`config.mk`:
```
export PLATFORM = sky130hd
export DESIGN_NAME = emi_top
export DESIGN_NICKNAME = d
export VERILOG_FILES = /design/src/hdl/emi_pkg.sv /design/src/hdl/emi_top.sv /design/src/hdl/emi_refresh_timer.sv
export SDC_FILE = /design/constraint.sdc
export NUM_CORES = 1
export LEC_CHECK = 0
export ABC_CLOCK_PERIOD_IN_PS = 5300
export BUFFER_PORTS_ARGS = -buffer_cell sky130_fd_sc_hd__buf_2
export CAP_MARGIN = 20
export CORE_UTILIZATION = 54
export CTS_BUF_LIST = sky130_fd_sc_hd__clkbuf_4
export DETAILED_ROUTE_END_ITERATION = 10
export PLACE_DENSITY = 0.81
export SYNTH_ARGS = -nofsm -noshare
export SYNTH_HDL_FRONTEND = slang
export SYNTH_SLANG_ARGS = --single-unit
```
`constraint.sdc`:
```
create_clock -name clk_sys -period 5.3 [get_ports clk_sys]
set_input_delay 0.53 -clock clk_sys [delete_from_list [all_inputs] [get_ports clk_sys]]
set_output_delay 0.53 -clock clk_sys [all_outputs]
set_load 0.02 [all_outputs]
```
`src/hdl/emi_pkg.sv`:
```
// Purpose: shared constants and state codes of the external memory interface
// Assumes: one system clock at 125 MHz
// Notes:   offsets, reset values and cycle counts live here only
package emi_pkg;
	// ==========================================================
	// address regions
	localparam logic [7:0]  ST_REGION      = 8'hD0;
	localparam logic [3:0]  DR_REGION      = 4'hC;
	localparam int          ST_BASE_LINES  = 20;
	localparam logic [2:0]  ST_MAX_EXTRA   = 3'h4;
	// ==========================================================
	// widths and sizes (width code equals log2 of bytes per beat)
	localparam logic [1:0]  W_8            = 2'h0;
	localparam logic [1:0]  W_16           = 2'h1;
	localparam logic [1:0]  W_32           = 2'h2;
	localparam logic [1:0]  SZ_BYTE        = 2'h0;
	localparam logic [1:0]  SZ_HALF        = 2'h1;
	localparam int          REF_CNT_W      = 12;
	// ==========================================================
	// timing
	localparam int          CLK_PERIOD_NS  = 8;
	localparam int          INIT_WAIT_NS   = 100000;
	localparam int          INIT_WAIT_CYC  = (INIT_WAIT_NS + CLK_PERIOD_NS - 1) / CLK_PERIOD_NS;
	localparam logic [3:0]  INIT_REFRESHES = 4'h2;
	localparam logic [15:0] MODE_LOAD_CYC  = 16'h0002;
	// ==========================================================
	// sdram commands as {ras_n, cas_n, we_n}
	localparam logic [2:0]  CMD_NOP        = 3'h7;
	localparam logic [2:0]  CMD_ACT        = 3'h3;
	localparam logic [2:0]  CMD_RD         = 3'h5;
	localparam logic [2:0]  CMD_WR         = 3'h4;
	localparam logic [2:0]  CMD_PRE        = 3'h2;
	localparam logic [2:0]  CMD_REF        = 3'h1;
	localparam logic [2:0]  CMD_LMR        = 3'h0;
	localparam logic [12:0] ADDR_ALL_BANKS = 13'h0400;
	// ==========================================================
	// reset values and the both-banks select
	localparam logic [1:0]  CS_IDLE        = 2'h3;
	localparam logic [1:0]  CS_BOTH        = 2'h0;
	localparam logic [3:0]  LANES_IDLE     = 4'hF;
	localparam logic [3:0]  MASK_NONE      = 4'h0;

	typedef enum logic [4:0] {
		ST_INIT_WAIT = 5'h00,
		ST_INIT_PRE  = 5'h01,
		ST_INIT_REF  = 5'h02,
		ST_INIT_MODE = 5'h03,
		ST_IDLE      = 5'h04,
		ST_BEAT      = 5'h05,
		ST_S_SETUP   = 5'h06,
		ST_S_ACTIVE  = 5'h07,
		ST_S_HOLD    = 5'h08,
		ST_D_WAIT    = 5'h09,
		ST_D_CAP     = 5'h0A,
		ST_FIN       = 5'h0B,
		ST_DONE      = 5'h0C,
		ST_R_PRE     = 5'h0D,
		ST_R_REF     = 5'h0E,
		ST_P_PRE     = 5'h0F,
		ST_P_ENTER   = 5'h10,
		ST_P_SELF    = 5'h11
	} emi_state_e;
endpackage

```
`src/hdl/emi_top.sv`:
```
// Purpose: bridge 32-bit internal requests to static memory and sdram
// Assumes: half-word and word requests are naturally aligned
// Notes:   static and sdram share one data bus; one request at a time
`timescale 1ns/100ps
// Functional notes
// - static path runs 8, 16 or 32 bits wide from x8 or x16 parts.
// - byte, half-word and word requests accepted at any region address.
// - 8-bit static word read takes four byte beats assembled into one word.
// - 32-bit static byte write enables only the addressed byte lane.
// - one select per byte lane; 16-bit adds one, 32-bit adds three.
// - static address has 20 lines, up to four more for 16 Mbytes.
// - static address bits above fitted size ignored, image repeats.
// - byte order is little-endian in every width.
// - read strobe asserts on falling edge, releases on rising edge.
// - read setup and active each half to 15.5 clocks, whole steps.
// - write strobe asserts on falling edge, releases on rising edge.
// - write setup and active each half to 15.5 clocks, whole steps.
// - write ends with hold of 0 to 15 clocks.
// - all static timings zero gives half-cycle strobes, no waits.
// - sdram path 8, 16 or 32 bits, one or two external banks.
// - 8-bit sdram word needs four reads; 32-bit uses data masks.
// - sdram address bits above fitted size ignored, image repeats.
// - 12-bit down-counter raises refresh request each interval.
// - power-down puts sdram into self-refresh.
// - sdram decoded only when top address nibble is 1100.
// - second bank select used only with two banks configured or during init.
// - row miss precharges the bank then activates the new row.
// - power-up always runs sdram init and loads the mode value.
// - precharge, activate, recovery, refresh periods are clock multiples.
module emi_top
	import emi_pkg::*;
#(
	parameter int INIT_WAIT = INIT_WAIT_CYC
)
(
	input  wire logic        clk_sys,
	input  wire logic        reset,
	input  wire logic        req_valid,
	output logic             req_ready,
	input  wire logic [31:0] req_addr,
	input  wire logic        req_write,
	input  wire logic [1:0]  req_size,
	input  wire logic [31:0] req_wdata,
	output logic             resp_valid,
	output logic             resp_error,
	output logic [31:0]      resp_rdata,
	input  wire logic [1:0]  st_width,
	input  wire logic        wide_device_select,
	input  wire logic [2:0]  st_extra_lines,
	input  wire logic [3:0]  rd_setup_field,
	input  wire logic [3:0]  rd_active_field,
	input  wire logic [3:0]  wr_setup_field,
	input  wire logic [3:0]  wr_active_field,
	input  wire logic [3:0]  wr_hold_field,
	input  wire logic [1:0]  dram_width,
	input  wire logic        dram_dual_bank,
	input  wire logic [1:0]  dram_col_sel,
	input  wire logic        dram_row13,
	input  wire logic [3:0]  precharge_period_field,
	input  wire logic [3:0]  activate_to_command_field,
	input  wire logic [3:0]  write_recovery_field,
	input  wire logic [3:0]  refresh_to_activate_field,
	input  wire logic [12:0] dram_mode_value,
	input  wire logic        refresh_enable,
	input  wire logic [11:0] refresh_interval,
	input  wire logic        power_down_req,
	output logic             dram_in_self_refresh,
	output logic             init_done,
	input  wire logic [31:0] mem_dq_in,
	output logic [31:0]      mem_dq_out,
	output logic             mem_dq_oe,
	output logic [23:0]      st_addr,
	output logic             st_base_select_n,
	output logic             byte_lane1_select_n,
	output logic             byte_lane2_select_n,
	output logic             byte_lane3_select_n,
	output logic             st_oe_n,
	output logic             st_we_n,
	output logic             dram_clock_out,
	output logic             dram_clock_gate,
	output logic [1:0]       dram_bank_select_n,
	output logic             dram_ras_n,
	output logic             dram_cas_n,
	output logic             dram_we_n,
	output logic [1:0]       dram_ba,
	output logic [12:0]      dram_addr,
	output logic [3:0]       dram_mask
);
	emi_state_e  st_q;
	emi_state_e  ret_q;
	logic [15:0] cnt_q;
	logic [31:0] cur_q;
	logic [31:0] wdata_q;
	logic [31:0] rdata_q;
	logic [3:0]  be_q;
	logic        wr_q;
	logic        is_dram_q;
	logic [1:0]  lg_q;
	logic [2:0]  beats_q;
	logic [3:0]  init_ref_q;
	logic        ref_pend_q;
	logic        ref_tick;
	logic [12:0] open_row_q [0:7];
	logic [7:0]  open_vld_q;
	logic        req_ready_q;
	logic        resp_valid_q;
	logic        resp_error_q;
	logic [31:0] resp_rdata_q;
	logic        self_q;
	logic        init_done_q;
	logic [31:0] dq_out_q;
	logic        dq_oe_q;
	logic [23:0] st_addr_q;
	logic [3:0]  sel_n_q;
	logic        rd_win_q;
	logic        wr_win_q;
	logic        rd_fall_q;
	logic        wr_fall_q;
	logic        ck_pos_q;
	logic        ck_neg_q;
	logic        cke_q;
	logic [1:0]  cs_n_q;
	logic [2:0]  cmd_q;
	logic [1:0]  ba_q;
	logic [12:0] da_q;
	logic [3:0]  mask_q;

	// ==========================================================
	// request decode
	logic        is_dr_req;
	logic [1:0]  lg_in;
	logic [1:0]  lg_raw;
	logic [3:0]  be_in;
	logic [2:0]  beats_in;

	assign is_dr_req = (req_addr[31:28] == DR_REGION);
	assign lg_raw    = is_dr_req ? dram_width : st_width;
	assign lg_in     = (lg_raw > W_32) ? W_32 : lg_raw;
	always_comb
	begin
		case (req_size)
			SZ_BYTE: be_in = 4'h1 << req_addr[1:0];
			SZ_HALF: be_in = req_addr[1] ? 4'hC : 4'h3;
			default: be_in = 4'hF;
		endcase
		// narrow paths split wide requests into beats
		beats_in = (req_size > lg_in) ? (3'h1 << (req_size - lg_in)) : 3'h1;
	end

	// ==========================================================
	// byte lanes, little-endian placement
	logic [1:0]  gmask;
	logic [1:0]  gb;
	logic [3:0]  lane_en;
	logic [31:0] lane_wdata;
	logic [31:0] cap_word;
	logic [3:0]  st_sel;

	assign gmask = (lg_q == W_8) ? 2'h3 : ((lg_q == W_16) ? 2'h2 : 2'h0);
	assign gb    = cur_q[1:0] & gmask;
	generate
		for (genvar g = 0; g < 4; g++)
		begin : g_lane
			logic [2:0] pos;
			logic [1:0] ext;
			assign pos = {1'b0, gb} + 3'(g);
			// lanes beyond the width stay idle
			assign lane_en[g] = (3'(g) < (3'h1 << lg_q)) && !pos[2] && be_q[pos[1:0]];
			assign lane_wdata[8*g+:8] = wdata_q[{pos[1:0], 3'b000}+:8];
			assign ext = 2'(g) - gb;
			assign cap_word[8*g+:8] = (((2'(g) & gmask) == gb) && be_q[g]) ?
				mem_dq_in[{ext, 3'b000}+:8] : rdata_q[8*g+:8];
		end
	endgenerate
	// x16 parts share one select per pair on reads
	assign st_sel = lane_en | ((wide_device_select && !wr_q && lg_q != W_8) ?
		{lane_en[2], lane_en[3], lane_en[0], lane_en[1]} : 4'h0);

	// ==========================================================
	// address split
	logic [2:0]  st_extra;
	logic [23:0] st_mask;
	logic [27:0] off;
	logic [27:0] off2;
	logic [27:0] off3;
	logic [3:0]  cb;
	logic [9:0]  col;
	logic [12:0] row;
	logic [1:0]  bank;
	logic        csel;
	logic [2:0]  idx;

	assign st_extra = (st_extra_lines > ST_MAX_EXTRA) ? ST_MAX_EXTRA : st_extra_lines;
	assign st_mask  = (24'h1 << (ST_BASE_LINES + st_extra)) - 24'h1;
	always_comb
	begin
		// mask, column, row, bank, select from the bottom up
		off  = cur_q[27:0] >> lg_q;
		cb   = 4'h8 + {2'h0, dram_col_sel};
		col  = 10'(off & ((28'h1 << cb) - 28'h1));
		off2 = off >> cb;
		row  = dram_row13 ? off2[12:0] : {1'b0, off2[11:0]};
		off3 = dram_row13 ? (off2 >> 13) : (off2 >> 12);
		bank = off3[1:0];
		csel = dram_dual_bank && off3[2]; // higher bits dropped
		idx  = {csel, bank};
	end

	// ==========================================================
	// sequencer
	always_ff @(posedge clk_sys)
	begin
		if (reset)
		begin
			st_q <= ST_INIT_WAIT;
			ret_q <= ST_IDLE;
			cnt_q <= 16'(INIT_WAIT);
			cur_q <= '0;
			wdata_q <= '0;
			rdata_q <= '0;
			be_q <= '0;
			wr_q <= 1'b0;
			is_dram_q <= 1'b0;
			lg_q <= W_8;
			beats_q <= 3'h1;
			init_ref_q <= '0;
			ref_pend_q <= 1'b0;
			open_vld_q <= '0;
			req_ready_q <= 1'b0;
			resp_valid_q <= 1'b0;
			resp_error_q <= 1'b0;
			resp_rdata_q <= '0;
			self_q <= 1'b0;
			init_done_q <= 1'b0;
			dq_out_q <= '0;
			dq_oe_q <= 1'b0;
			st_addr_q <= '0;
			sel_n_q <= LANES_IDLE;
			rd_win_q <= 1'b0;
			wr_win_q <= 1'b0;
			cke_q <= 1'b0;
			cs_n_q <= CS_IDLE;
			cmd_q <= CMD_NOP;
			ba_q <= '0;
			da_q <= '0;
			mask_q <= MASK_NONE;
		end
		else
		begin
			cmd_q <= CMD_NOP;
			cs_n_q <= CS_IDLE;
			req_ready_q <= 1'b0;
			resp_valid_q <= 1'b0;
			case (st_q)
				ST_INIT_WAIT:
				begin
					if (cnt_q <= 16'h0001)
					begin
						cke_q <= 1'b1;
						st_q <= ST_INIT_PRE;
					end
					else
						cnt_q <= cnt_q - 16'h0001;
				end
				ST_INIT_PRE:
				begin
					cmd_q <= CMD_PRE; // both selects toggle
					cs_n_q <= CS_BOTH;
					da_q <= ADDR_ALL_BANKS;
					cnt_q <= {12'h0, precharge_period_field};
					ret_q <= ST_INIT_REF;
					st_q <= ST_D_WAIT;
				end
				ST_INIT_REF:
				begin
					cmd_q <= CMD_REF;
					cs_n_q <= CS_BOTH;
					init_ref_q <= init_ref_q + 4'h1;
					cnt_q <= {12'h0, refresh_to_activate_field};
					ret_q <= (init_ref_q == INIT_REFRESHES - 4'h1) ? ST_INIT_MODE : ST_INIT_REF;
					st_q <= ST_D_WAIT;
				end
				ST_INIT_MODE:
				begin
					cmd_q <= CMD_LMR;
					cs_n_q <= CS_BOTH;
					ba_q <= '0;
					da_q <= dram_mode_value;
					cnt_q <= MODE_LOAD_CYC;
					ret_q <= ST_IDLE;
					st_q <= ST_D_WAIT;
				end
				ST_IDLE:
				begin
					init_done_q <= 1'b1;
					if (req_valid && req_ready_q)
					begin
						cur_q <= req_addr;
						wdata_q <= req_wdata;
						wr_q <= req_write;
						be_q <= be_in;
						lg_q <= lg_in;
						beats_q <= beats_in;
						rdata_q <= '0;
						is_dram_q <= is_dr_req;
						resp_error_q <= 1'b0;
						if (is_dr_req || req_addr[31:24] == ST_REGION)
							st_q <= ST_BEAT;
						else
						begin
							resp_error_q <= 1'b1;
							st_q <= ST_DONE;
						end
					end
					else if (power_down_req)
						st_q <= ST_P_PRE;
					else if (ref_pend_q)
						st_q <= ST_R_PRE;
					else
						req_ready_q <= !ref_tick;
				end
				ST_BEAT:
				begin
					if (!is_dram_q)
					begin
						st_addr_q <= (cur_q[23:0] & st_mask) >> lg_q;
						sel_n_q <= ~st_sel;
						dq_out_q <= lane_wdata;
						dq_oe_q <= wr_q;
						// zero setup skips straight to the strobe
						if ((wr_q ? wr_setup_field : rd_setup_field) == 4'h0)
						begin
							rd_win_q <= !wr_q;
							wr_win_q <= wr_q;
							cnt_q <= {12'h0, wr_q ? wr_active_field : rd_active_field};
							st_q <= ST_S_ACTIVE;
						end
						else
						begin
							cnt_q <= {12'h0, wr_q ? wr_setup_field : rd_setup_field};
							st_q <= ST_S_SETUP;
						end
					end
					else if (!open_vld_q[idx])
					begin
						cmd_q <= CMD_ACT;
						cs_n_q <= csel ? 2'h1 : 2'h2;
						ba_q <= bank;
						da_q <= row;
						open_row_q[idx] <= row;
						open_vld_q[idx] <= 1'b1;
						cnt_q <= {12'h0, activate_to_command_field};
						ret_q <= ST_BEAT;
						st_q <= ST_D_WAIT;
					end
					else if (open_row_q[idx] != row)
					begin
						cmd_q <= CMD_PRE;
						cs_n_q <= csel ? 2'h1 : 2'h2;
						ba_q <= bank;
						da_q <= '0;
						open_vld_q[idx] <= 1'b0;
						cnt_q <= {12'h0, precharge_period_field};
						ret_q <= ST_BEAT;
						st_q <= ST_D_WAIT;
					end
					else
					begin
						cmd_q <= wr_q ? CMD_WR : CMD_RD;
						cs_n_q <= csel ? 2'h1 : 2'h2;
						ba_q <= bank;
						da_q <= {3'h0, col};
						mask_q <= ~lane_en;
						dq_out_q <= lane_wdata;
						dq_oe_q <= wr_q;
						// read latency taken from the loaded mode value
						cnt_q <= wr_q ? {12'h0, write_recovery_field} :
							{13'h0, dram_mode_value[6:4]} + 16'h0001;
						ret_q <= wr_q ? ST_FIN : ST_D_CAP;
						st_q <= ST_D_WAIT;
					end
				end
				ST_S_SETUP:
				begin
					if (cnt_q <= 16'h0001)
					begin
						rd_win_q <= !wr_q;
						wr_win_q <= wr_q;
						cnt_q <= {12'h0, wr_q ? wr_active_field : rd_active_field};
						st_q <= ST_S_ACTIVE;
					end
					else
						cnt_q <= cnt_q - 16'h0001;
				end
				ST_S_ACTIVE:
				begin
					if (cnt_q == 16'h0000)
					begin
						rd_win_q <= 1'b0; // released on a rising edge
						wr_win_q <= 1'b0;
						if (!wr_q)
							rdata_q <= cap_word;
						if (wr_q && wr_hold_field != 4'h0)
						begin
							cnt_q <= {12'h0, wr_hold_field};
							st_q <= ST_S_HOLD;
						end
						else
							st_q <= ST_FIN;
					end
					else
						cnt_q <= cnt_q - 16'h0001;
				end
				ST_S_HOLD:
				begin
					if (cnt_q <= 16'h0001)
						st_q <= ST_FIN;
					else
						cnt_q <= cnt_q - 16'h0001;
				end
				ST_D_WAIT:
				begin
					if (is_dram_q)
						dq_oe_q <= 1'b0;
					if (cnt_q <= 16'h0001)
						st_q <= ret_q;
					else
						cnt_q <= cnt_q - 16'h0001;
				end
				ST_D_CAP:
				begin
					rdata_q <= cap_word;
					st_q <= ST_FIN;
				end
				ST_FIN:
				begin
					sel_n_q <= LANES_IDLE;
					dq_oe_q <= 1'b0;
					if (beats_q <= 3'h1)
						st_q <= ST_DONE;
					else
					begin
						beats_q <= beats_q - 3'h1;
						cur_q <= cur_q + (32'h1 << lg_q);
						st_q <= ST_BEAT;
					end
				end
				ST_DONE:
				begin
					resp_valid_q <= 1'b1;
					resp_rdata_q <= rdata_q;
					st_q <= ST_IDLE;
				end
				ST_R_PRE:
				begin
					cmd_q <= CMD_PRE; // close every row first
					cs_n_q <= dram_dual_bank ? CS_BOTH : 2'h2;
					da_q <= ADDR_ALL_BANKS;
					cnt_q <= {12'h0, precharge_period_field};
					ret_q <= ST_R_REF;
					st_q <= ST_D_WAIT;
				end
				ST_R_REF:
				begin
					cmd_q <= CMD_REF;
					cs_n_q <= dram_dual_bank ? CS_BOTH : 2'h2;
					open_vld_q <= '0;
					ref_pend_q <= 1'b0;
					cnt_q <= {12'h0, refresh_to_activate_field};
					ret_q <= ST_IDLE;
					st_q <= ST_D_WAIT;
				end
				ST_P_PRE:
				begin
					cmd_q <= CMD_PRE;
					cs_n_q <= dram_dual_bank ? CS_BOTH : 2'h2;
					da_q <= ADDR_ALL_BANKS;
					cnt_q <= {12'h0, precharge_period_field};
					ret_q <= ST_P_ENTER;
					st_q <= ST_D_WAIT;
				end
				ST_P_ENTER:
				begin
					cmd_q <= CMD_REF; // refresh with clock gate low
					cs_n_q <= dram_dual_bank ? CS_BOTH : 2'h2;
					cke_q <= 1'b0;
					self_q <= 1'b1;
					open_vld_q <= '0;
					st_q <= ST_P_SELF;
				end
				ST_P_SELF:
				begin
					if (!power_down_req)
					begin
						cke_q <= 1'b1;
						self_q <= 1'b0;
						cnt_q <= {12'h0, refresh_to_activate_field};
						ret_q <= ST_IDLE;
						st_q <= ST_D_WAIT;
					end
				end
				default:
					st_q <= ST_IDLE;
			endcase
			// a tick in the clearing cycle is kept
			if (ref_tick)
				ref_pend_q <= 1'b1;
		end
	end

	// ==========================================================
	// half-cycle strobes and clock out
	// falling-edge copies let strobes start mid-cycle and end on a rising edge
	always_ff @(negedge clk_sys)
	begin
		if (reset)
		begin
			rd_fall_q <= 1'b0;
			wr_fall_q <= 1'b0;
			ck_neg_q <= 1'b0;
		end
		else
		begin
			rd_fall_q <= rd_win_q;
			wr_fall_q <= wr_win_q;
			ck_neg_q <= ck_pos_q;
		end
	end

	always_ff @(posedge clk_sys)
	begin
		if (reset)
			ck_pos_q <= 1'b0;
		else
			ck_pos_q <= !ck_pos_q;
	end

	emi_refresh_timer u_refresh (
		.clk_sys  (clk_sys),
		.reset    (reset),
		.enable   (refresh_enable && init_done_q),
		.interval (refresh_interval),
		.tick     (ref_tick)
	);

	// ==========================================================
	// outputs
	assign req_ready            = req_ready_q;
	assign resp_valid           = resp_valid_q;
	assign resp_error           = resp_error_q;
	assign resp_rdata           = resp_rdata_q;
	assign dram_in_self_refresh = self_q;
	assign init_done            = init_done_q;
	assign mem_dq_out           = dq_out_q;
	assign mem_dq_oe            = dq_oe_q;
	assign st_addr              = st_addr_q;
	assign st_base_select_n     = sel_n_q[0];
	assign byte_lane1_select_n  = sel_n_q[1];
	assign byte_lane2_select_n  = sel_n_q[2];
	assign byte_lane3_select_n  = sel_n_q[3];
	assign st_oe_n              = !(rd_win_q && rd_fall_q);
	assign st_we_n              = !(wr_win_q && wr_fall_q);
	assign dram_clock_out       = ck_pos_q ^ ck_neg_q;
	assign dram_clock_gate      = cke_q;
	assign dram_bank_select_n   = cs_n_q;
	assign dram_ras_n           = cmd_q[2];
	assign dram_cas_n           = cmd_q[1];
	assign dram_we_n            = cmd_q[0];
	assign dram_ba              = ba_q;
	assign dram_addr            = da_q;
	assign dram_mask            = mask_q;
endmodule

```
`src/hdl/emi_refresh_timer.sv`:
```
// Purpose: auto-refresh interval down-counter
// Assumes: interval is stable while enabled
// Notes:   clears to zero whenever disabled, ticks at once when enabled again
`timescale 1ns/100ps
module emi_refresh_timer
	import emi_pkg::*;
(
	input  wire logic                 clk_sys,
	input  wire logic                 reset,
	input  wire logic                 enable,
	input  wire logic [REF_CNT_W-1:0] interval,
	output logic                      tick
);
	logic [REF_CNT_W-1:0] cnt_q;
	logic                 tick_q;

	// ==========================================================
	// counter
	always_ff @(posedge clk_sys)
	begin
		if (reset || !enable)
		begin
			cnt_q  <= '0;
			tick_q <= 1'b0;
		end
		else if (cnt_q == '0)
		begin
			cnt_q  <= interval;
			tick_q <= 1'b1;
		end
		else
		begin
			cnt_q  <= cnt_q - 1'b1;
			tick_q <= 1'b0;
		end
	end

	assign tick = tick_q;
endmodule

```
==> results of run 1 <==
==> sequential cells by signal, summed over array words and instances (netlist names), 3 cells and up <==
signal           cells
open_row_q         104
mem_dq_out          32
rdata_q             32
resp_rdata          32
wdata_q             32
cur_q               28
st_addr             24
cnt_q               16
dram_addr           13
u_refresh.cnt_q     12
open_vld_q           8
ret_q                5
st_q                 5
be_q                 4
dram_mask            4
init_ref_q           4
sel_n_q              4
beats_q              3
cmd_q                3
==> power by group through the flow <==
| stage | logic, mW | registers (mW) | clock network, mW |
|---|---|---|---|
| after global placement | 2.57 | 3.54 | 0.00471 |
| after global routing | 2.96 | 3.52 | 2.87 |
| after CTS | 2.66 | 3.48 | 2.72 |
| final | 2.75 | 3.49 | 2.68 |
| after detailed placement | 2.61 | 3.54 | 0.00471 |
| after floorplan | 1.84 | 3.47 | 0.00471 |
==> critical path: stages (launching register included) <==
cell and delay [ps]:
dfxtp_2 400, buf_4 230, or3_1 410, o211ai_1 180, o221ai_2 170, or4_2 720, buf_12 220, mux2i_1 350
o21ai_0 190, a311oi_1 340, nand3_1 130, or4_1 590, buf_4 220, nor3_4 350, mux2i_1 230, nor2_1 70
==> layout by cell type (no fill, tap or decap), drive strengths merged, types with 13 or more instances in the layout <==
cell type and count:
mux2 13, o211ai 21, nor4 23, a211oi 43
nand3 72, dlygate4sd3 49, nor2 241, mux2i 53
ha 23, clkbuf 150, clkinv 30, mux4 86
a21oi 254, edfxtp 104, a31oi 16, nor3 61
nand3b 14, a221oi 13, o21ai 124, dfxtp 284
nor2b 19, nand2 304, inv 49, a22oi 28
or3 13, buf 385, and3 28, nor3b 37
==> cell type report <==
cell class	instances	area (µm²)
Antenna cell	5	12.5
Sequential cell	388	8810
Timing Repair Buffer	436	2710
Clock inverter	37	219
Tap cell	511	639
Inverter	46	173
Clock buffer	148	1110
Multi-Input combinational cell	1706	11400
Fill cell	3109	13000
==> metal layers <==
metal	part of all wire (%)	vias to the layer above	routed length [µm]	GRT usage [%]
met2	44	1289	31600	53.3
met5	0.014	-	10	0.128
li1	-	9409	-	-
met4	4.4	2	3140	17.9
met3	12	210	8250	10.3
met1	40	9910	28300	47.2
==> repair_timing <==
action,4_1_cts,5_1_grt
hold endpoints to repair,49,0
gates resized for setup,0,0
hold buffers,49,0
==> logic make-up after synthesis <==
family                     count (synthesis)
DFF                                      388
xor gates and xnor gates                  23
and+or+nand+nor                          866
buffers and inverters                    221
AOI/OAI and AO/OA                        640
muxes                                    152
adders and majority gates                 25
==> metrics by stage <==
stage / total power [mW] / setup WS [ps] / util, % / instances / hold slack, ps
finish: 8.93 / 299 / 65.8 / 3277 / 57.2
global route: 9.35 / 22.9 / 65.8 / 3275 / 42.6
CTS: 8.86 / 361 / 65.6 / 3266 / 1.04
detailed placement: 6.16 / 141 / 60.9 / 3033 / 419
global placement: 6.11 / 264 / 60.8 / 3032 / 412
floorplan: 5.31 / 169 / - / 2315 / 397
==> worst max-delay path by stage <==
stage | end | slack, ps | startpoint | cells past startpoint
finish | dram_mask[3] | 300 | lg_q[0] | 15
CTS | dram_mask[3] | 360 | lg_q[0] | 15
global placement | dram_mask[1] | 260 | dram_col_sel[0] | 15
global route | dram_mask[3] | 20 | lg_q[1] | 13
detailed placement | dram_mask[1] | 140 | dram_col_sel[0] | 15
floorplan | cur_q[24] | 170 | lg_q[0] | 22
==> impl_metrics.env, run 1 <==
export IMPL_avgViaCountPerCell=6.35
export IMPL_clock_latency_ps=860
export IMPL_syn_inst=2315
export IMPL_dominantRegCellSynth="dfxtp_1"
export IMPL_cp_end_kind="register"
export IMPL_synth_compound_area_share_pct=19.5
export IMPL_yosys_area_share_adder_pct=1.56
export IMPL_grt_pass1_wl_um=109000
export IMPL_min_to="cur_q[9]"
export IMPL_min_from="req_addr[9]"
export IMPL_p_sw_share_pct=36.3
export IMPL_yosys_top_cells_area="dfxtp_1 27%, edfxtp_1 15%, mux4_2 9.2%"
export IMPL_start_util_pct=55.3
export IMPL_grt_overflow=0
export IMPL_synth_distinct_cells=94
export IMPL_synth_top_area_share_pct=27.1
export IMPL_critical_path_class="reg2reg"
export IMPL_worst_r2r_setup_slack_ps=300
export IMPL_grt_pass1_vias=19900
export IMPL_arrival_ps=5640
export IMPL_drtAntennaViolNets=0
export IMPL_cts_setup_buffers=0
export IMPL_ctsRootBufferMaster="clkbuf_4"
export IMPL_fin_area_mm2=0.0250
export IMPL_fin_crit_sh_pct=94.4
export IMPL_die_w_um=199
export IMPL_slew_headroom_pct=23.3
export IMPL_hold_viol=0
export IMPL_die_area_mm2=0.0397
export IMPL_synthSimpleGateAreaFrac_pct=19.3
export IMPL_p_switching_mw=3.24
export IMPL_dr_total_vias=20800
export IMPL_clk_pin_slew_ps=70
export IMPL_placed_area_mm2=0.0231
export IMPL_slew_viol_final=0
export IMPL_coreArea_mm2=0.0380
export IMPL_numPortBuffers=302
export IMPL_first_pass_iters=9
export IMPL_netlist_area_mm2=0.0210
export IMPL_row_count=71
export IMPL_internal_power_mw=5.69
export IMPL_drive_above_1_share_pct=24.6
export IMPL_irDropWorstVdd_mv=0.205
export IMPL_drc=0
export IMPL_yosysMostFrequentCell="nand2_1"
export IMPL_r2r_start="lg_q[0]"
export IMPL_synth_seq_area_share_pct=41.9
export IMPL_hold_path_class="in2reg"
export IMPL_synth_warnings=0
export IMPL_grt_antenna_before_repair=4
export IMPL_die_height_um=199
export IMPL_gp_congestion=1.00
export IMPL_p_seq_share_pct=39.1
export IMPL_synth_seq_cells=388
export IMPL_worstPathRequired_ps=5940
export IMPL_syn_to_final_growth_pct=19.1
export IMPL_muxShareOfSynthArea_pct=12.4
export IMPL_synth_edf_count=104
export IMPL_comb_power_share_pct=30.8
export IMPL_wl_per_cell_um=21.8
export IMPL_ys_async_sr_fraction_pct=0
export IMPL_whs_path_depth=3
export IMPL_synthTopCellsByCount="304 x nand2_1, 284 x dfxtp_1, 253 x a21oi_1"
export IMPL_p_leak_nw=9.55
export IMPL_rsz0062_at_grt="no"
export IMPL_drt_wl_total_um=71300
export IMPL_synth_top_family_by_area="compound AO/OA/AOI/OAI gates"
export IMPL_cts_buffer_depth=3
export IMPL_startpoint_type="register"
export IMPL_skew_ps=95.7
export IMPL_max_cap_viol_count=0
export IMPL_power_density_mw_per_mm2=357
export IMPL_outcome="complete, no violations"
export IMPL_numCtsBuffers=102
export IMPL_yosysTopAreaCell="dfxtp_1"
export IMPL_final_nets=2885
export IMPL_synth_xor_xnor_area_share_pct=0.959
export IMPL_synth_fp_nets=2517
export IMPL_drt_first_iter_violations=2365
export IMPL_cts_tree="yes"
export IMPL_fmax_ghz=0.200
export IMPL_fin_crit_ps=5000
export IMPL_cts_sinks=388
export IMPL_cts_htree_levels=3
export IMPL_syn_avg_cell_area_um2=9.08
export IMPL_grt_max_degree=102
export IMPL_setup_viol=0
export IMPL_reg2reg_depth=15
export IMPL_dpl_hpwl_um=48900
export IMPL_worst_path_max_fanout=49
export IMPL_io_pins=303
export IMPL_setup_tns_final_ps=0
export IMPL_grtUsageTotal_pct=35.7
export IMPL_clock_power_share_pct=30.1
export IMPL_worst_pin_slew_ps=1150
export IMPL_r2r_end="dram_mask[3]"
Note: power is estimated with default switching activity, not from simulation.
==> run 2, diff against run 1 <==
--- a/config.mk
+++ b/config.mk
@@ -8,7 +8,9 @@
 export ABC_CLOCK_PERIOD_IN_PS = 5300
 export BUFFER_PORTS_ARGS = -buffer_cell sky130_fd_sc_hd__buf_2
 export CAP_MARGIN = 20
-export CORE_UTILIZATION = 54
+export CELL_PAD_IN_SITES_DETAIL_PLACEMENT = 0
+export CELL_PAD_IN_SITES_GLOBAL_PLACEMENT = 1
+export CORE_UTILIZATION = 41
 export CTS_BUF_LIST = sky130_fd_sc_hd__clkbuf_4
 export DETAILED_ROUTE_END_ITERATION = 10
 export PLACE_DENSITY = 0.81
==> impl_metrics.env, run 2 (synthesis results as in run 1) <==
export IMPL_dp_slack_ps=56.1
export IMPL_die_area_mm2=0.0522
export IMPL_placedCellCount=3204
export IMPL_worst_pin_slew_ps=1120
export IMPL_start_util_pct=41.7
export IMPL_irDropWorstVdd_mv=0.165
export IMPL_coreArea_mm2=0.0504
export IMPL_grt_max_degree=88
export IMPL_worstPathCellList="or3_1 > o221a_2 > a32o_1 > or4_2 > buf_12 > mux2i_1 > a32o_1 > o31ai_1 > o211ai_1 > or4_4 > buf_4 > nor3_1 > a21oi_1 > a21oi_1 > dlygate4sd3_1"
export IMPL_cts_sinks=388
export IMPL_grt_antenna_before_repair=4
export IMPL_slew_viol_final=0
export IMPL_power_density_mw_per_mm2=356
export IMPL_cts_htree_levels=3
export IMPL_gp_congestion=0.955
export IMPL_critical_path_class="reg2reg"
export IMPL_dr_total_vias=20300
export IMPL_arrival_ps=5800
export IMPL_fin_area_mm2=0.0255
export IMPL_hold_viol=0
export IMPL_numCtsBuffers=108
export IMPL_drc=0
export IMPL_hold_path_class="in2reg"
export IMPL_clock_latency_ps=830
export IMPL_setup_ws_ps=275
export IMPL_max_cap_viol_count=0
export IMPL_drtAntennaViolNets=0
export IMPL_avgViaCountPerCell=5.87
export IMPL_p_leak_nw=9.73
export IMPL_cp_end_kind="register"
export IMPL_numPortBuffers=302
export IMPL_final_cell_mix="303 x nand2_1, 302 x buf_2, 282 x dfxtp_1"
export IMPL_grt_pass1_vias=19200
export IMPL_clk_pin_slew_ps=60
export IMPL_top_register="open_row_q"
export IMPL_largest_reg_flops=104
export IMPL_layout_commonest_cell="nand2_1"
export IMPL_outcome="complete, no violations"
export IMPL_row_count=82
export IMPL_die_height_um=228
export IMPL_wl_per_cell_um=21.1
export IMPL_nFillCells=4712
export IMPL_syn_to_final_growth_pct=21.5
export IMPL_dpl_hpwl_um=52000
export IMPL_grt_overflow=0
export IMPL_cpPeakStageDelay_ps=650
export IMPL_worstPathRequired_ps=6080
export IMPL_fin_crit_sh_pct=94.8
export IMPL_fmax_ghz=0.199
export IMPL_drt_first_iter_violations=1720
export IMPL_setup_viol=0
export IMPL_cts_tree="yes"
export IMPL_worst_path_max_fanout=62
export IMPL_final_nets=2912
export IMPL_first_pass_iters=5
export IMPL_io_pins=303
export IMPL_fin_cells=3468
export IMPL_ctsRootBufferMaster="clkbuf_4"
export IMPL_cts_buffer_depth=3
export IMPL_startpoint_type="register"
export IMPL_grtUsageTotal_pct=27.5
export IMPL_placed_area_mm2=0.0234
export IMPL_skew_ps=57.6
export IMPL_grt_pass1_wl_um=112000
export IMPL_drive_above_1_share_pct=25.6
export IMPL_slowest_stage="or4_2"
export IMPL_whs_ps=64.5
export IMPL_fin_crit_ps=5030
export IMPL_slew_headroom_pct=24.7
export IMPL_die_w_um=228
export IMPL_drt_wl_total_um=73200
[run 2: per-layer routing]
layer / up-vias / part of all wire, % / GRT usage (%)
met5: - / 0.022 / 0
met4: 2 / 2.8 / 9.82
met1: 9815 / 44 / 38.0
met3: 137 / 8.3 / 5.35
met2: 923 / 45 / 42.7
li1: 9471 / - / -
[run 2: metrics by stage]
| step | util, % | power, mW | setup TNS [ps] |
|---|---|---|---|
| after floorplan | - | 5.31 | 0 |
| after global placement | 46.5 | 6.20 | 0 |
| after detailed placement | 46.5 | 6.23 | 0 |
| after CTS | 50.6 | 9.10 | 0 |
| after global routing | 50.7 | 9.55 | -2.27 |
| final | 50.7 | 9.09 | 0 |
[run 2: timing repair]
item / 4_1_cts / 5_1_grt
hold endpoints to repair: 61 / 0
gates resized for setup: 0 / 4
setup endpoints to repair: 0 / 2
buffers inserted: 0 / 2
hold buffers: 62 / 0
[run 2: cell type report]
type | count | area (µm²) | share of cell area, %
Antenna cell | 2 | 5.00 | 0.0196
Clock buffer | 167 | 1250 | 4.91
Clock inverter | 30 | 169 | 0.662
Inverter | 46 | 173 | 0.676
Multi-Input combinational cell | 1706 | 11400 | 44.6
Sequential cell | 388 | 8810 | 34.5
Tap cell | 672 | 841 | 3.29
Timing Repair Buffer | 457 | 2890 | 11.3
[run 2: worst paths after layout]
kind                      startpoint      endpoint  slack, ps  cells past startpoint
setup / recovery           cur_q[23]      cnt_q[1]        270                     15
hold / removal    dram_mode_value[8]  dram_addr[8]         60                      3
setup reg to reg           cur_q[23]      cnt_q[1]        270                     15
hold reg to reg       u_refresh.tick     req_ready        430                      1
[run 2: worst max-delay path, delay by kind of cell, from the launching register on]
| family | cells | cell delay (ps) |
|---|---|---|
| DFF | 1 | 450 |
| and+or+nand+nor | 4 | 1930 |
| buffers and inverters | 3 | 960 |
| AOI/OAI and AO/OA | 7 | 1400 |
| muxes | 1 | 160 |
[run 2: power breakdown]
part	leakage (nW)	switching, mW	internal, mW	total (mW)
logic	5.61	1.74	1.07	2.81
clock network	0.867	1.30	1.52	2.82
registers	3.25	0.228	3.24	3.46
total	9.73	3.27	5.82	9.09
==> run 3, diff against run 2 <==
--- a/config.mk
+++ b/config.mk
@@ -7,13 +7,15 @@
 export LEC_CHECK = 0
 export ABC_CLOCK_PERIOD_IN_PS = 5300
 export BUFFER_PORTS_ARGS = -buffer_cell sky130_fd_sc_hd__buf_2
-export CAP_MARGIN = 20
+export CAP_MARGIN = 10
 export CELL_PAD_IN_SITES_DETAIL_PLACEMENT = 0
 export CELL_PAD_IN_SITES_GLOBAL_PLACEMENT = 1
 export CORE_UTILIZATION = 41
 export CTS_BUF_LIST = sky130_fd_sc_hd__clkbuf_4
 export DETAILED_ROUTE_END_ITERATION = 10
-export PLACE_DENSITY = 0.81
+export PLACE_DENSITY = 0.8
+export SKIP_CTS_REPAIR_TIMING = 1
 export SYNTH_ARGS = -nofsm -noshare
 export SYNTH_HDL_FRONTEND = slang
+export SYNTH_HIERARCHICAL = 1
 export SYNTH_SLANG_ARGS = --single-unit
==> impl_metrics.env, run 3 <==
export IMPL_io_pins=303
export IMPL_p_sw_share_pct=31.0
export IMPL_dp_slack_ps=331
export IMPL_total_power_mw=7.35
export IMPL_max_cap_viol_count=0
export IMPL_slew_headroom_pct=16.9
export IMPL_grt_pass1_wl_um=107000
export IMPL_rsz0062_at_grt="no"
export IMPL_avgViaCountPerCell=5.74
export IMPL_worst_r2r_setup_slack_ps=410
export IMPL_placed_area_mm2=0.0233
export IMPL_whs_ps=-7.93
export IMPL_p_leak_nw=9.65
export IMPL_cts_buffer_depth=3
export IMPL_placedCellCount=3159
export IMPL_drt_wl_total_um=69900
export IMPL_grt_overflow=0
export IMPL_setup_ws_ps=411
export IMPL_dr_total_vias=19600
export IMPL_largest_reg_flops=104
export IMPL_start_util_pct=41.7
export IMPL_yosysTopAreaCell="dfxtp_1"
export IMPL_synth_warnings=6
export IMPL_comb_power_share_pct=18.1
export IMPL_synth_top_area_share_pct=27.1
export IMPL_synth_seq_area_share_pct=42.0
export IMPL_fin_crit_ps=4890
export IMPL_grt_pass1_vias=18700
export IMPL_syn_inst=2273
export IMPL_netlist_area_mm2=0.0210
export IMPL_worstPathRequired_ps=5990
export IMPL_worst_pin_slew_ps=1250
export IMPL_yosys_top_cells_area="dfxtp_1 27%, edfxtp_1 15%, mux4_2 9.1%"
export IMPL_syn_to_final_growth_pct=20.2
export IMPL_drtAntennaViolNets=0
export IMPL_p_seq_share_pct=44.6
export IMPL_clk_pin_slew_ps=70
export IMPL_startpoint_type="register"
export IMPL_grt_antenna_before_repair=11
export IMPL_drc=0
export IMPL_r2r_end="dram_mask[2]"
export IMPL_slew_viol_final=0
export IMPL_final_nets=2850
export IMPL_fin_area_mm2=0.0252
export IMPL_synth_edf_count=104
export IMPL_die_area_mm2=0.0520
export IMPL_grt_max_degree=89
export IMPL_whs_path_depth=3
export IMPL_nFillCells=4808
export IMPL_numCtsBuffers=105
export IMPL_cts_tree="yes"
export IMPL_layout_commonest_cell="nand2_1"
export IMPL_reg2reg_depth=14
export IMPL_drt_first_iter_violations=1618
export IMPL_p_switching_mw=2.28
export IMPL_drive_above_1_share_pct=25.5
export IMPL_arrival_ps=5580
export IMPL_gr_usage_met1_pct=34.2
export IMPL_power_density_mw_per_mm2=292
export IMPL_hold_viol=2
export IMPL_grt_busiest_layer="met2"
export IMPL_irDropWorstVdd_mv=0.172
export IMPL_gp_congestion=0.953
export IMPL_yosysMostFrequentCell="nand2_1"
export IMPL_ys_async_sr_fraction_pct=0
export IMPL_coreArea_mm2=0.0503
export IMPL_dominantRegCellSynth="dfxtp_1"
export IMPL_fin_cells=3407
export IMPL_failed_checks="hold timing"
export IMPL_numPortBuffers=302
export IMPL_grtUsageMet2_pct=41.7
export IMPL_top_register="open_row_q"
export IMPL_cp_end_kind="register"
export IMPL_first_pass_iters=6
export IMPL_wl_per_cell_um=20.5
export IMPL_syn_avg_cell_area_um2=9.22
export IMPL_critical_path_class="reg2reg"
export IMPL_min_from="dram_mode_value[12]"
export IMPL_clock_power_share_pct=37.4
export IMPL_synth_fp_nets=2476
export IMPL_min_to="dram_addr[12]"
export IMPL_cts_sinks=388
export IMPL_die_w_um=228
export IMPL_setup_tns_final_ps=0
export IMPL_final_cell_mix="364 x nand2_1, 301 x buf_2, 282 x dfxtp_1"
export IMPL_fmax_ghz=0.205
export IMPL_hold_path_class="in2reg"
export IMPL_internal_power_mw=5.07
export IMPL_die_height_um=228
export IMPL_grtUsageTotal_pct=26.2
export IMPL_ctsRootBufferMaster="clkbuf_4"
export IMPL_worst_path_max_fanout=27
export IMPL_synthTopCellsByCount="364 x nand2_1, 284 x dfxtp_1, 238 x a21oi_1"
export IMPL_synth_distinct_cells=95
export IMPL_outcome="finished with violations"
export IMPL_row_count=82
export IMPL_synth_seq_cells=388
export IMPL_setup_viol=0
export IMPL_fin_crit_sh_pct=92.2
export IMPL_clock_latency_ps=890
export IMPL_cts_htree_levels=3
export IMPL_met3_usage_pct=7.06
export IMPL_r2r_start="cur_q[24]"
export IMPL_skew_ps=76.8
export IMPL_fin_util_pct=50.1
export IMPL_dpl_hpwl_um=50100
[run 3: cell types whose count changed in the layout (fill, tap and decap cells not counted), moves of 14 or more]
cell | before | now
nand3_1 | 70 | 41
nor3_1 | 58 | 39
a21oi_1 | 251 | 237
nor2_1 | 237 | 201
o21ai_0 | 112 | 95
mux2i_1 | 53 | 109
nand4_1 | 9 | 23
buf_4 | 88 | 73
clkbuf_4 | 167 | 150
a31oi_1 | 15 | 29
nand2_1 | 303 | 364
[run 3: final cells by class]
| cell class | instances | area (µm²) | area share (%) |
|---|---|---|---|
| Clock inverter | 43 | 244 | 0.969 |
| Tap cell | 672 | 841 | 3.34 |
| Multi-Input combinational cell | 1659 | 11300 | 44.7 |
| Antenna cell | 5 | 12.5 | 0.0497 |
| Inverter | 59 | 221 | 0.879 |
| Timing Repair Buffer | 431 | 2680 | 10.6 |
| Sequential cell | 388 | 8810 | 35.0 |
| Clock buffer | 150 | 1130 | 4.47 |
[run 3: layer usage]
layer / vias up / routed length (µm)
li1: 9198 / -
met1: 9436 / 29500
met2: 786 / 32700
met3: 137 / 5920
met4: 14 / 1670
met5: - / 78
[run 3: power by group through the flow]
stage | Sequential [mW] | Clock, mW | Combinational (mW)
final | 3.28 | 2.75 | 1.33
after global routing | 3.29 | 2.98 | 1.44
after CTS | 3.27 | 2.83 | 1.28
after detailed placement | 3.34 | 0.00471 | 1.28
after global placement | 3.34 | 0.00471 | 1.25
after floorplan | 3.33 | 0.00471 | 0.821
[run 3: cells by family (layout without fill, tap and decap cells)]
kind of cell | Yosys count | in the layout | synth area share (%)
simple gates | 812 | 812 | 17.9
other cells | 0 | 5 | 0
compound gates | 588 | 588 | 17.6
fa+ha+maj | 26 | 26 | 1.62
buf+inv | 226 | 683 | 4.60
flops | 388 | 388 | 42.0
mux | 215 | 215 | 15.5
xor+xnor | 18 | 18 | 0.752
[run 3: worst max path at each step]
stage	slack, ps	depth (start not counted)	start	end
floorplan	670	20	lg_q[1]	cur_q[26]
global placement	540	14	lg_q[0]	dram_mask[1]
detailed placement	330	15	dram_col_sel[1]	dram_mask[1]
CTS	310	14	lg_q[0]	dram_mask[1]
global route	7	14	cur_q[24]	dram_mask[2]
finish	410	14	cur_q[24]	dram_mask[2]
[run 3: critical path: stages, from the launching register on]
cell and delay, ps:
dfxtp_1 630, mux2i_1 270, o2bb2ai_1 220, a2111oi_1 550
a31o_2 500, buf_12 280, buf_4 230, mux2i_1 90
a22oi_1 230, a21o_1 150, nand4_1 170, nor4_4 400
buf_4 390, and2_0 450, a311oi_1 170
